--- src/verilog/cell_seq_consts.svh ---
// Purpose: Constants for the cell voltage measurement sequencer.
// Assumes: core_clk at 50 MHz.
// Notes:   Offsets of none; timing counts derive from times in microseconds.
// How it works
// One muxed converter serves every channel.
// Cell reading is adjacent input pair difference.
// Cells corrected, published as 16-bit millivolts.
// Raw 24-bit result readable as 32 bits.
// Loop: five cells, pin, internal, inputs.
// Full measurement set every three loops.
// Loop holds 7 to 10 slots.
// Slot lasts 3 ms or 1.5 ms.
// Slow speed appends idle slots per loop; the code appends idle_slots at either slot length.
// Unused cell inputs get protections disabled.
// All cell inputs published in both formats.
// Interconnect voltage reported with synchronized current.
// Synchronous current stored beside each cell.
// Shared slots rotate round-robin once per loop.
`ifndef CELL_SEQ_CONSTS_SVH
`define CELL_SEQ_CONSTS_SVH
`define CLK_FREQ_KHZ       50000
`define SLOT_SLOW_US       3000
`define SLOT_FAST_US       1500
`define SLOT_SLOW_CYC      ((`SLOT_SLOW_US * `CLK_FREQ_KHZ) / 1000)
`define SLOT_FAST_CYC      ((`SLOT_FAST_US * `CLK_FREQ_KHZ) / 1000)
`define NUM_CELLS          5
`define MIN_CELLS_SERIES   3
`define MAX_AUX_SLOTS      3
`define BASE_SLOTS         7
`define ROT_STEPS          3
`define CELL_MASK_RESET    5'h1f
`define RAW_SIGN_BIT       23
`endif

--- src/verilog/cell_seq_pkg.sv ---
// Purpose: Types shared by the sequencer and its result converter.
// Assumes: Constants header defines the counts.
// Notes:   Channel codes cover every input the mux can select.
package cell_seq_pkg;
  typedef enum logic [3:0] {
    CH_CELL1, CH_CELL2, CH_CELL3, CH_CELL4, CH_CELL5,
    CH_TOP_CELL, CH_PACK, CH_LOAD,
    CH_DIE_TEMP, CH_REF, CH_GND,
    CH_AUX, CH_IDLE
  } channel_t;

  typedef struct packed {
    logic        valid;
    channel_t    chan;
    logic [2:0]  aux_idx;
    logic [23:0] raw;
    logic [23:0] current;
  } conv_result_t;

  typedef struct packed {
    logic [15:0] mv;
    logic [31:0] raw32;
    logic [31:0] current32;
  } cell_report_t;
endpackage

--- src/verilog/cell_result_convert.sv ---
// Purpose: Turns a raw conversion into corrected millivolts and raw words.
// Assumes: Gain is an unsigned Q0.16 fraction times full scale, offset in mV.
// Notes:   Result is registered, one cycle after the input strobe.
`timescale 1ns/10ps
`include "cell_seq_consts.svh"
module cell_result_convert
  import cell_seq_pkg::*;
(
  input  wire logic        core_clk,
  input  wire logic        srst,
  input  wire logic        in_valid,
  input  wire logic [23:0] raw,
  input  wire logic [15:0] gain,
  input  wire logic [15:0] offset,
  output logic             out_valid,
  output logic [15:0]      mv,
  output logic [31:0]      raw32
);
  typedef struct packed {
    logic        v;
    logic [15:0] mv;
    logic [31:0] raw32;
  } conv_state_t;

  conv_state_t st_reg;
  conv_state_t st_next;
  logic [39:0] prod;
  logic [23:0] scaled;

  always_comb begin
    st_next = st_reg;
    prod    = $signed(raw) * $signed({1'b0, gain});
    scaled  = prod[39:16];
    st_next.v = in_valid;
    if (in_valid) begin
      st_next.mv    = scaled[15:0] + offset;
      st_next.raw32 = {{8{raw[`RAW_SIGN_BIT]}}, raw};
    end
  end

  always_ff @(posedge core_clk) begin
    if (srst) begin
      st_reg <= '0;
    end else begin
      st_reg <= st_next;
    end
  end

  assign out_valid = st_reg.v;
  assign mv        = st_reg.mv;
  assign raw32     = st_reg.raw32;
endmodule

--- src/verilog/cell_voltage_measurement_sequencer.sv ---
// Purpose: Steps the shared voltage converter through the measurement loop.
// Assumes: Converter answers each start with one done pulse within a slot.
// Notes:   Results are held in flip-flops for the host command logic.
`timescale 1ns/10ps
`include "cell_seq_consts.svh"
module cell_voltage_measurement_sequencer
  import cell_seq_pkg::*;
#(
  parameter int NUM_CELLS = `NUM_CELLS,
  parameter int SLOT_SLOW_CYC = `SLOT_SLOW_CYC,
  parameter int SLOT_FAST_CYC = `SLOT_FAST_CYC
)(
  input  wire logic        core_clk,
  input  wire logic        srst,
  input  wire logic        run,
  input  wire logic        fast_slot,
  input  wire logic [3:0]  idle_slots,
  input  wire logic [4:0]  aux_enable,
  input  wire logic [4:0]  cell_in_use,
  input  wire logic [15:0] cal_gain,
  input  wire logic [15:0] cal_offset,
  input  wire logic [23:0] cc_current,
  output channel_t         mux_sel,
  output logic [2:0]       mux_aux_idx,
  output logic             conv_start,
  input  wire logic        conv_done,
  input  wire logic [23:0] conv_raw,
  output logic [4:0]       cell_prot_enable,
  output cell_report_t     cell_report [NUM_CELLS],
  output logic [31:0]      other_raw [13],
  output logic             full_set_done,
  output logic [3:0]       loop_slots
);
  // Refused while elaborating; the slot timer is only 18 bits wide.
  if (NUM_CELLS != `NUM_CELLS) begin : g_bad_cells
    $error("Cell count is fixed at five.");
  end
  if (SLOT_FAST_CYC < 2 || SLOT_SLOW_CYC < SLOT_FAST_CYC) begin : g_bad_slot
    $error("Slot counts out of range.");
  end
  if (SLOT_SLOW_CYC > 262143) begin : g_bad_tmr
    $error("Slow slot count does not fit the slot timer.");
  end

  typedef enum logic [1:0] {S_IDLE, S_MEAS, S_WAIT, S_PAUSE} phase_t;

  typedef struct packed {
    phase_t      phase;
    logic [3:0]  slot;
    logic [3:0]  idle_cnt;
    logic [17:0] tmr;
    logic [1:0]  rot;
    logic [1:0]  loops;
    logic [2:0]  aux_ptr;
    logic [2:0]  aux_done;
    logic [2:0]  aux_cur;
    logic        start;
    logic        full;
    channel_t    chan;
    logic [23:0] cur_snap;
  } seq_state_t;

  seq_state_t st_reg;
  seq_state_t st_next;
  logic [2:0]  n_aux;
  logic [3:0]  slots_in_loop;
  logic [17:0] slot_len;
  logic        cv_valid;
  logic [15:0] cv_mv;
  logic [31:0] cv_raw32;
  logic [23:0] pend_cur_reg;
  channel_t    pend_chan_reg;

  // Counts enabled auxiliary inputs, capped at the three loop slots.
  function automatic logic [2:0] count_aux(input logic [4:0] en);
    logic [2:0] c;
    c = 3'h0;
    for (int i = 0; i < 5; i++) begin
      if (en[i] && c < 3'h3) c = c + 3'h1;
    end
    return c;
  endfunction

  // Next enabled auxiliary channel at or after a start position.
  function automatic logic [2:0] next_aux(input logic [4:0] en,
                                          input logic [2:0] from);
    logic [2:0] r;
    logic       hit;
    r   = from;
    hit = 1'b0;
    for (int k = 0; k < 5; k++) begin
      if (!hit && en[(32'(from) + k) % 5]) begin
        r   = 3'((32'(from) + k) % 5);
        hit = 1'b1;
      end
    end
    return r;
  endfunction

  // Channel selected by a slot number given the rotation step.
  function automatic channel_t slot_chan(input logic [3:0] s,
                                         input logic [1:0] r);
    channel_t c;
    c = CH_AUX;
    if (s < 4'h5) c = channel_t'(s);
    else if (s == 4'h5) c = channel_t'(4'(CH_TOP_CELL) + 4'(r));
    else if (s == 4'h6) c = channel_t'(4'(CH_DIE_TEMP) + 4'(r));
    return c;
  endfunction

  assign n_aux         = count_aux(aux_enable);
  assign slots_in_loop = 4'(`BASE_SLOTS) + 4'(n_aux);
  assign slot_len      = fast_slot ? 18'(SLOT_FAST_CYC)
                                   : 18'(SLOT_SLOW_CYC);

  always_comb begin
    st_next       = st_reg;
    st_next.start = 1'b0;
    st_next.full  = 1'b0;
    case (st_reg.phase)
      S_IDLE: begin
        if (run) begin
          st_next.phase = S_MEAS;
          st_next.slot  = 4'h0;
        end
      end
      S_MEAS: begin
        // One converter, one channel per slot.
        st_next.chan     = slot_chan(st_reg.slot, st_reg.rot);
        st_next.aux_cur  = next_aux(aux_enable, st_reg.aux_ptr);
        st_next.cur_snap = cc_current;
        st_next.start    = 1'b1;
        // The start cycle counts as the slot's first, so wait one less.
        st_next.tmr      = slot_len - 18'h2;
        st_next.phase    = S_WAIT;
      end
      S_WAIT: begin
        if (st_reg.tmr != 18'h0) begin
          st_next.tmr = st_reg.tmr - 18'h1;
        end else if (st_reg.chan == CH_AUX) begin
          st_next.aux_ptr = 3'((32'(st_reg.aux_cur) + 1) % 5);
          st_next.aux_done = st_reg.aux_done + 3'h1;
        end
        if (st_reg.tmr == 18'h0) begin
          if (st_reg.slot + 4'h1 < slots_in_loop) begin
            st_next.slot  = st_reg.slot + 4'h1;
            st_next.phase = S_MEAS;
          end else begin
            st_next.slot     = 4'h0;
            st_next.idle_cnt = idle_slots;
            st_next.tmr      = slot_len - 18'h1;
            st_next.rot      = (st_reg.rot == 2'(`ROT_STEPS - 1)) ?
                               2'h0 : st_reg.rot + 2'h1;
            st_next.loops    = (st_reg.loops == 2'(`ROT_STEPS - 1)) ?
                               2'h0 : st_reg.loops + 2'h1;
            st_next.full     = (st_reg.loops == 2'(`ROT_STEPS - 1));
            st_next.chan     = CH_IDLE;
            st_next.phase    = (idle_slots != 4'h0) ? S_PAUSE
                             : (run ? S_MEAS : S_IDLE);
          end
        end
      end
      S_PAUSE: begin
        // Idle slots stretch the loop to cut converter power.
        if (st_reg.tmr != 18'h0) begin
          st_next.tmr = st_reg.tmr - 18'h1;
        end else if (st_reg.idle_cnt > 4'h1) begin
          st_next.idle_cnt = st_reg.idle_cnt - 4'h1;
          st_next.tmr      = slot_len - 18'h1;
        end else begin
          st_next.idle_cnt = 4'h0;
          st_next.phase    = run ? S_MEAS : S_IDLE;
        end
      end
      default: st_next.phase = S_IDLE;
    endcase
  end

  always_ff @(posedge core_clk) begin
    if (srst) begin
      st_reg <= '{phase: S_IDLE, chan: CH_IDLE, default: '0};
    end else begin
      st_reg <= st_next;
    end
  end

  ////////////////////////////////////////////////////////////////////////////

  // Channel and current stay with the conversion until its result returns.
  always_ff @(posedge core_clk) begin
    if (srst) begin
      pend_chan_reg <= CH_IDLE;
      pend_cur_reg  <= 24'h0;
    end else if (conv_done) begin
      pend_chan_reg <= st_reg.chan;
      pend_cur_reg  <= st_reg.cur_snap;
    end
  end

  logic [2:0] aux_lat_reg;
  always_ff @(posedge core_clk) begin
    if (srst) aux_lat_reg <= 3'h0;
    else if (conv_done) aux_lat_reg <= st_reg.aux_cur;
  end

  // Corrections apply only to cells; pin, internal and auxiliary inputs 0 and 1 keep the raw word.
  cell_result_convert u_conv (
    .core_clk  (core_clk),
    .srst      (srst),
    .in_valid  (conv_done),
    .raw       (conv_raw),
    .gain      (cal_gain),
    .offset    (cal_offset),
    .out_valid (cv_valid),
    .mv        (cv_mv),
    .raw32     (cv_raw32)
  );

  genvar g;
  generate
    for (g = 0; g < NUM_CELLS; g++) begin : g_cell
      // Every input is published, whether it holds a cell or a link.
      always_ff @(posedge core_clk) begin
        if (srst) begin
          cell_report[g] <= '0;
        end else if (cv_valid && pend_chan_reg == channel_t'(g)) begin
          cell_report[g].mv        <= cv_mv;
          cell_report[g].raw32     <= cv_raw32;
          cell_report[g].current32 <= {{8{pend_cur_reg[23]}},
                                       pend_cur_reg};
        end
      end
      // Differential pair g+1 minus g; protections follow cell usage.
      assign cell_prot_enable[g] = cell_in_use[g];
    end
    for (g = 0; g < 13; g++) begin : g_other
      always_ff @(posedge core_clk) begin
        if (srst) begin
          other_raw[g] <= 32'h0;
        end else if (cv_valid && g >= 5 && g < 11 &&
                     pend_chan_reg == channel_t'(g)) begin
          other_raw[g] <= cv_raw32;
        end else if (cv_valid && g >= 11 && pend_chan_reg == CH_AUX &&
                     32'(aux_lat_reg) == g - 11) begin
          other_raw[g] <= cv_raw32;
        end
      end
    end
  endgenerate

  assign mux_sel       = st_reg.chan;
  assign mux_aux_idx   = st_reg.aux_cur;
  assign conv_start    = st_reg.start;
  assign full_set_done = st_reg.full;
  assign loop_slots    = slots_in_loop;
endmodule
--- config.mk ---
export PLATFORM = sky130hd
export DESIGN_NAME = cell_voltage_measurement_sequencer
export DESIGN_NICKNAME = d
export VERILOG_FILES = /design/src/verilog/cell_seq_pkg.sv /design/src/verilog/cell_result_convert.sv /design/src/verilog/cell_voltage_measurement_sequencer.sv
export VERILOG_INCLUDE_DIRS = /design/src /design/src/verilog
export SDC_FILE = /design/constraint.sdc
export NUM_CORES = 2
export LEC_CHECK = 0
export BUFFER_PORTS_ARGS = -buffer_cell sky130_fd_sc_hd__buf_2
export CORE_AREA = 4 4 358 360
export DETAILED_ROUTE_END_ITERATION = 12
export DIE_AREA = 0 0 362 364
export SETUP_SLACK_MARGIN = 0.02
export SYNTH_ARGS = -nofsm -noshare
export SYNTH_HDL_FRONTEND = slang
export SYNTH_SLANG_ARGS = --single-unit
--- constraint.sdc ---
create_clock -name core_clk -period 12.49 [get_ports core_clk]
set_clock_uncertainty 0.2 [all_clocks]
set_input_delay 1.8735 -clock core_clk [delete_from_list [all_inputs] [get_ports core_clk]]
set_output_delay 1.8735 -clock core_clk [all_outputs]
set_load 0.01 [all_outputs]
== Word-level counts from Yosys, hierarchy flattened ==
Index checks and enable logic that the tools add are counted.
Word-level totals
  register bits: 652
  latch bits: 0
  bits in writable memories: 0
  ROM bits: 0
  input bits: 99
  output and inout bits: 834
  word-level logic and storage cells: 209
  memories kept: 0
Cells by class
  add/sub/neg operators: 20
  multipliers: 1
  divide/modulo/power cells: 6
  magnitude comparators: 12
  equality and inequality tests: 26
  shift-type cells: 0
  muxes and demuxes: 55
  bitwise operators: 4
  reductions and logical operators: 44
Operators with widths (number)
  $lt 32x4->1 const B: 5
  $mod 32x3->32 const B: 5
  $mux 18: 4
  $pmux 18 s3: 1
  $sub 18x1->18 const B: 2
  $mod 3x3->32 const B: 1
  $mul 24x17->32: 1
  $mux 32: 1
  $mux 4: 7
  $mux 26: 1
  $eq 4x3->1 const B: 6
  $mux 3: 8
  $pmux 4 s2: 3
  $logic_and 1x1->1: 22
  $eq 4x4->1 const B: 5
  $logic_not 18->1: 1
  $reduce_bool 18->1: 1
  $sub 18x2->18 const B: 1
  $add 16x16->16: 1
  $mux 1: 16
  $bmux 1 s3: 5
  $mux 2: 6
  $mux 6: 2
  $reduce_and 3->1: 4
  35 further kinds: 59

== Logic depth before layout (Yosys ltp) ==
  depth after elaboration: 20
  depth in mapped cells: 36
  depth with buffers taken out: 35

== Cells and area by module ==
A second synthesis with hierarchy kept.
Second synthesis, totals
  cells, all modules: 5265
  area, all modules: 42447.0 um^2
By module, submodules not included
  cell_voltage_measurement_sequencer: times used 1, cells each 3787, area each 29371.9 um^2, sequential area each 14313.7 um^2
  cell_result_convert: times used 1, cells each 1478, area each 13075.0 um^2, sequential area each 820.8 um^2

== Worst setup path after synthesis ==
Ideal clock, no wire load.
  path kind: in2reg
  start: input port cal_gain[7]
  end: register u_conv.st_reg, in the netlist u_conv.mv[14]
  setup time: 0.128 ns
  data arrival time: 8.918 ns
  required time: 12.162 ns
  slack: 3.244 ns
  stages: 35
  buffers on the path: 1
  cells stage by stage: clkbuf_1 and2_1 fa_1 inv_1 fa_1 fa_1 fa_1 inv_1 fa_1 inv_1 fa_1 inv_1 ha_1 and4_1 nand2_1 o211ai_1 o21a_1 o21ai_0 nand2b_1 a21oi_1 xnor2_1 ha_1 inv_1 fa_1 nor2b_1 o21ai_0 a21boi_0 o21ai_0 a211oi_1 nor2_1 a211o_1 o21ai_0 xor2_1 mux2i_1 nor2_1
On the way
  cells in the longest elaborated chain, start to end: 2
RTL lines
  start: declaration: RTL line cell_voltage_measurement_sequencer.sv:20  | input wire logic [15:0] cal_gain,
  $mul 24x17->32: RTL line cell_result_convert.sv:32  | prod = $signed(raw) * $signed({1'b0, gain});
  $add 16x16->16: RTL line cell_result_convert.sv:36  | st_next.mv = scaled[15:0] + offset;
  end signal: assignment: RTL line cell_result_convert.sv:45  | st_reg <= st_next;
  end: declaration: RTL line cell_result_convert.sv:25  | conv_state_t st_reg;
No other way between the ends.
A chain may end at the register's enable or synchronous reset.

== Worst setup path in the final report ==
Ends and elaborated chain as after synthesis.

==> key figures <==
GRT
  • First-pass GRT wire length: 201100 um
  • GR Overflow Total: 0
  • Largest net degree at the start of global routing: 144
  • Number of global-route vias before repair: 31790
  • Global Route Usage Sum: 20.14%
  • Initial antenna violation count: 21

Setup path
  • R2r setup slk: 7540 ps
  • Crit-path most repeated cell: fa_1
  • Setup Crit Path Kind: input pin to flip-flop
  • Crit path max fanout: 24
  • CP required: 12890 ps
  • Slowest stage delay, CP: 560 ps
  • CP endpoint kind: flip-flop
  • CP arrival: 9780 ps
  • Worst path slowest cell: fa_1
  • CP startpoint kind: input pin

Flow run
  • Max Cap Violations: 0

Hold path
  • Hold Crit Class: flip-flop to flip-flop

Power
  • Combinational group share of total power: 63.3%
  • Pwr/cell area: 279.6 nW/um2
  • Power Internal: 7109 uW
  • Design Power: 12670 uW
  • Psw: 5561 uW
  • Net Sw Frac: 43.89%
  • Peak VDD IR: 0.0004683 V
  • Leak: 0.02071 uW
  • Register share of total power: 18.0%
  • Clock group share of total power: 18.7%

STA
  • Fin. Hold Viols: 0
  • Hold Slack: 249.4 ps
  • Worst slew margin: 13.67%
  • RSZ-0062 raised after global routing: no
  • Post-Route Setup TNS: 0 ps
  • Final setup violation count: 0
  • Worst slew pin tran: 1295 ps
  • Slew Viols, Final: 0
  • Final min period: 9386 ps
  • Crit share post-route: 75.15%
  • Fmax: 0.1065 GHz

Synthesis
  • Synthesized instance count: 4866
  • Synth unique cells: 86
  • Yosys warns: 0
  • Seq/Total Area, Yosys: 33.24%
  • Ys async rst share: 0%
  • Ys flop type: dfxtp_1
  • Post-Syn Area per Cell: 8.069 um2
  • Synth area leader: dfxtp_1
  • Yosys top cell area share: 33.24%
  • Number of synthesized flops with an enable pin: 0
  • Largest cells by area after synthesis: dfxtp_1 33%, fa_1 15%, nand2_1 13%
  • Synth Register Bits: 652
  • Post-Syn Area: 39260 um2

Drt
  • Residual DRC count: 0
  • Post-Route WL: 138500 um
  • Drt pass-1 iters: 6
  • Antenna-violating nets left: 0
  • DR vias/cell: 4.729
  • Vias: 33170
  • 1st-iter DRT viols: 2586
  • Post-DR wirelength/cell: 19.74 um

Layout
  • Final nets: 5836
  • Number of flip-flops in the largest register: 320
  • Commonest non-fill, non-tap cell in the layout: nand2_1
  • Most frequent cells in the layout: 1336 x nand2_1, 760 x buf_2, 651 x dfxtp_1, 605 x a21oi_1, 429 x inv_1
  • P&R area growth vs syn: 15.41%
  • Layout cell share with drive strength beyond 1: 18.19%

Floorplanning
  • Die ar.: 131800 um2
  • Site row count: 130
  • I/O pin count: 933
  • Starting Density: 31.39%
  • Die H: 364 um
  • Core region area: 125100 um2
  • DIE WIDTH: 362 um

Clock tree
  • Clk slew on worst S/H paths: 50 ps
  • Clock tree sinks: 652
  • Worst-Skew Late Latency: 690 ps
  • CTS tree: done
  • Cts hold-fix bufs: 0
  • Clock root cell: clkbuf_16
  • Post-CTS sizing: 0
  • CTS buffer count: 76
  • Clock H-tree levels: 3
  • # Post-CTS Setup Buffers: 0
  • CTS Buffer Depth: 3

Placement
  • Port-buffer cells: 762
  • Hpwl dp: 101300 um
  • Placer congestion estimate: 0.8842

Status
  • Outcome: finished, final reports clean
power by group through the flow:
| stage | registers, uW | logic (uW) | clock network [uW] |
|---|---|---|---|
| 6_report | 2280 | 8020 | 2370 |
| 5_1_grt | 2290 | 9200 | 2500 |
| 4_1_cts | 2280 | 8180 | 2420 |
| 3_5_place_dp | 2320 | 8130 | 0 |
| 3_3_place_gp | 2330 | 7930 | 0 |
| 2_1_floorplan | 2230 | 6430 | 0 |
critical path, delay by kind of cell:
family	cells	cell delay, ps
simple gates	7	950
compound gates	10	2080
mux	1	80
fa+ha+maj	9	3970
buf+inv	6	500
xor+xnor	2	310
routing by layer:
| layer | up-vias | GRT usage (%) | part of all wire, % | wire, um |
|---|---|---|---|---|
| met5 | - | 0 | 0.043 | 60 |
| met4 | 10 | 6.631 | 3.2 | 4392 |
| met3 | 196 | 6.105 | 8.9 | 12340 |
| met2 | 1260 | 33.54 | 47 | 65080 |
| met1 | 16010 | 24.92 | 41 | 56610 |
| li1 | 15700 | - | - | - |
cell families after synthesis:
| family | after synthesis | synth area share, % |
|---|---|---|
| compound gates | 782 | 11.07 |
| buf+inv | 1037 | 13.02 |
| simple gates | 1808 | 19.30 |
| fa+ha+maj | 440 | 19.74 |
| xor+xnor | 64 | 1.447 |
| other cells | 1 | 0.009551 |
| mux | 82 | 2.161 |
| flops | 652 | 33.24 |
path summary, 6_finish.rpt:
path | cells past startpoint | startpoint | to
max reg2reg | 17 | st_reg[37] | mux_aux_idx[0]
max | 35 | cal_gain[7] | u_conv.mv[14]
min reg2reg | 2 | other_raw[82] | other_raw[82]
min | 2 | other_raw[82] | other_raw[82]
per-stage QoR:
stage | setup slack, ps | area [um2] | instances | utilization, %
floorplan | 3244 | 39860 | 5025 | -
global placement | 2471 | 42630 | 6869 | 34.08
detailed placement | 2403 | 42630 | 6869 | 34.08
CTS | 3163 | 45290 | 7004 | 36.21
global route | 2483 | 45300 | 7007 | 36.21
finish | 3104 | 45320 | 7014 | 36.23
layout make-up:
class | count | area [um2]
Antenna cell | 10 | 25.02
Clock buffer | 100 | 2092
Clock inverter | 35 | 571.8
Fill cell | 13020 | 79770
Inverter | 430 | 1614
Multi-Input combinational cell | 3336 | 21780
Sequential cell | 652 | 13050
Tap cell | 1650 | 2064
Timing Repair Buffer | 801 | 4119
synthesized netlist by cell type (3+ instances only):
cell and instances:
buf_2 7, nand2_1 1341, xnor2_1 50, a31oi_1 4, a22oi_1 5, a211oi_1 15, nor2b_1 14, mux2i_1 78
nor3b_1 10, buf_4 321, nor4_1 5, o21a_1 11, o211a_1 5, o31ai_1 4, o211ai_1 8, o21bai_1 4
ha_1 141, clkbuf_1 274, and2_1 152, a21o_1 15, a221oi_1 3, fa_1 299, xor2_1 13, nor2_1 163
or3_1 10, a21oi_1 605, nor3_1 31, dfxtp_1 652, a32o_1 4, and3_1 10, inv_1 429, nand3_1 20
o22ai_1 6, o21ai_0 44, nor3_2 4, a21boi_0 5, nand2b_1 15, nand3b_1 5, buf_1 4, a211o_1 9
or2_2 8
Power figures use the tool's default switching activity.
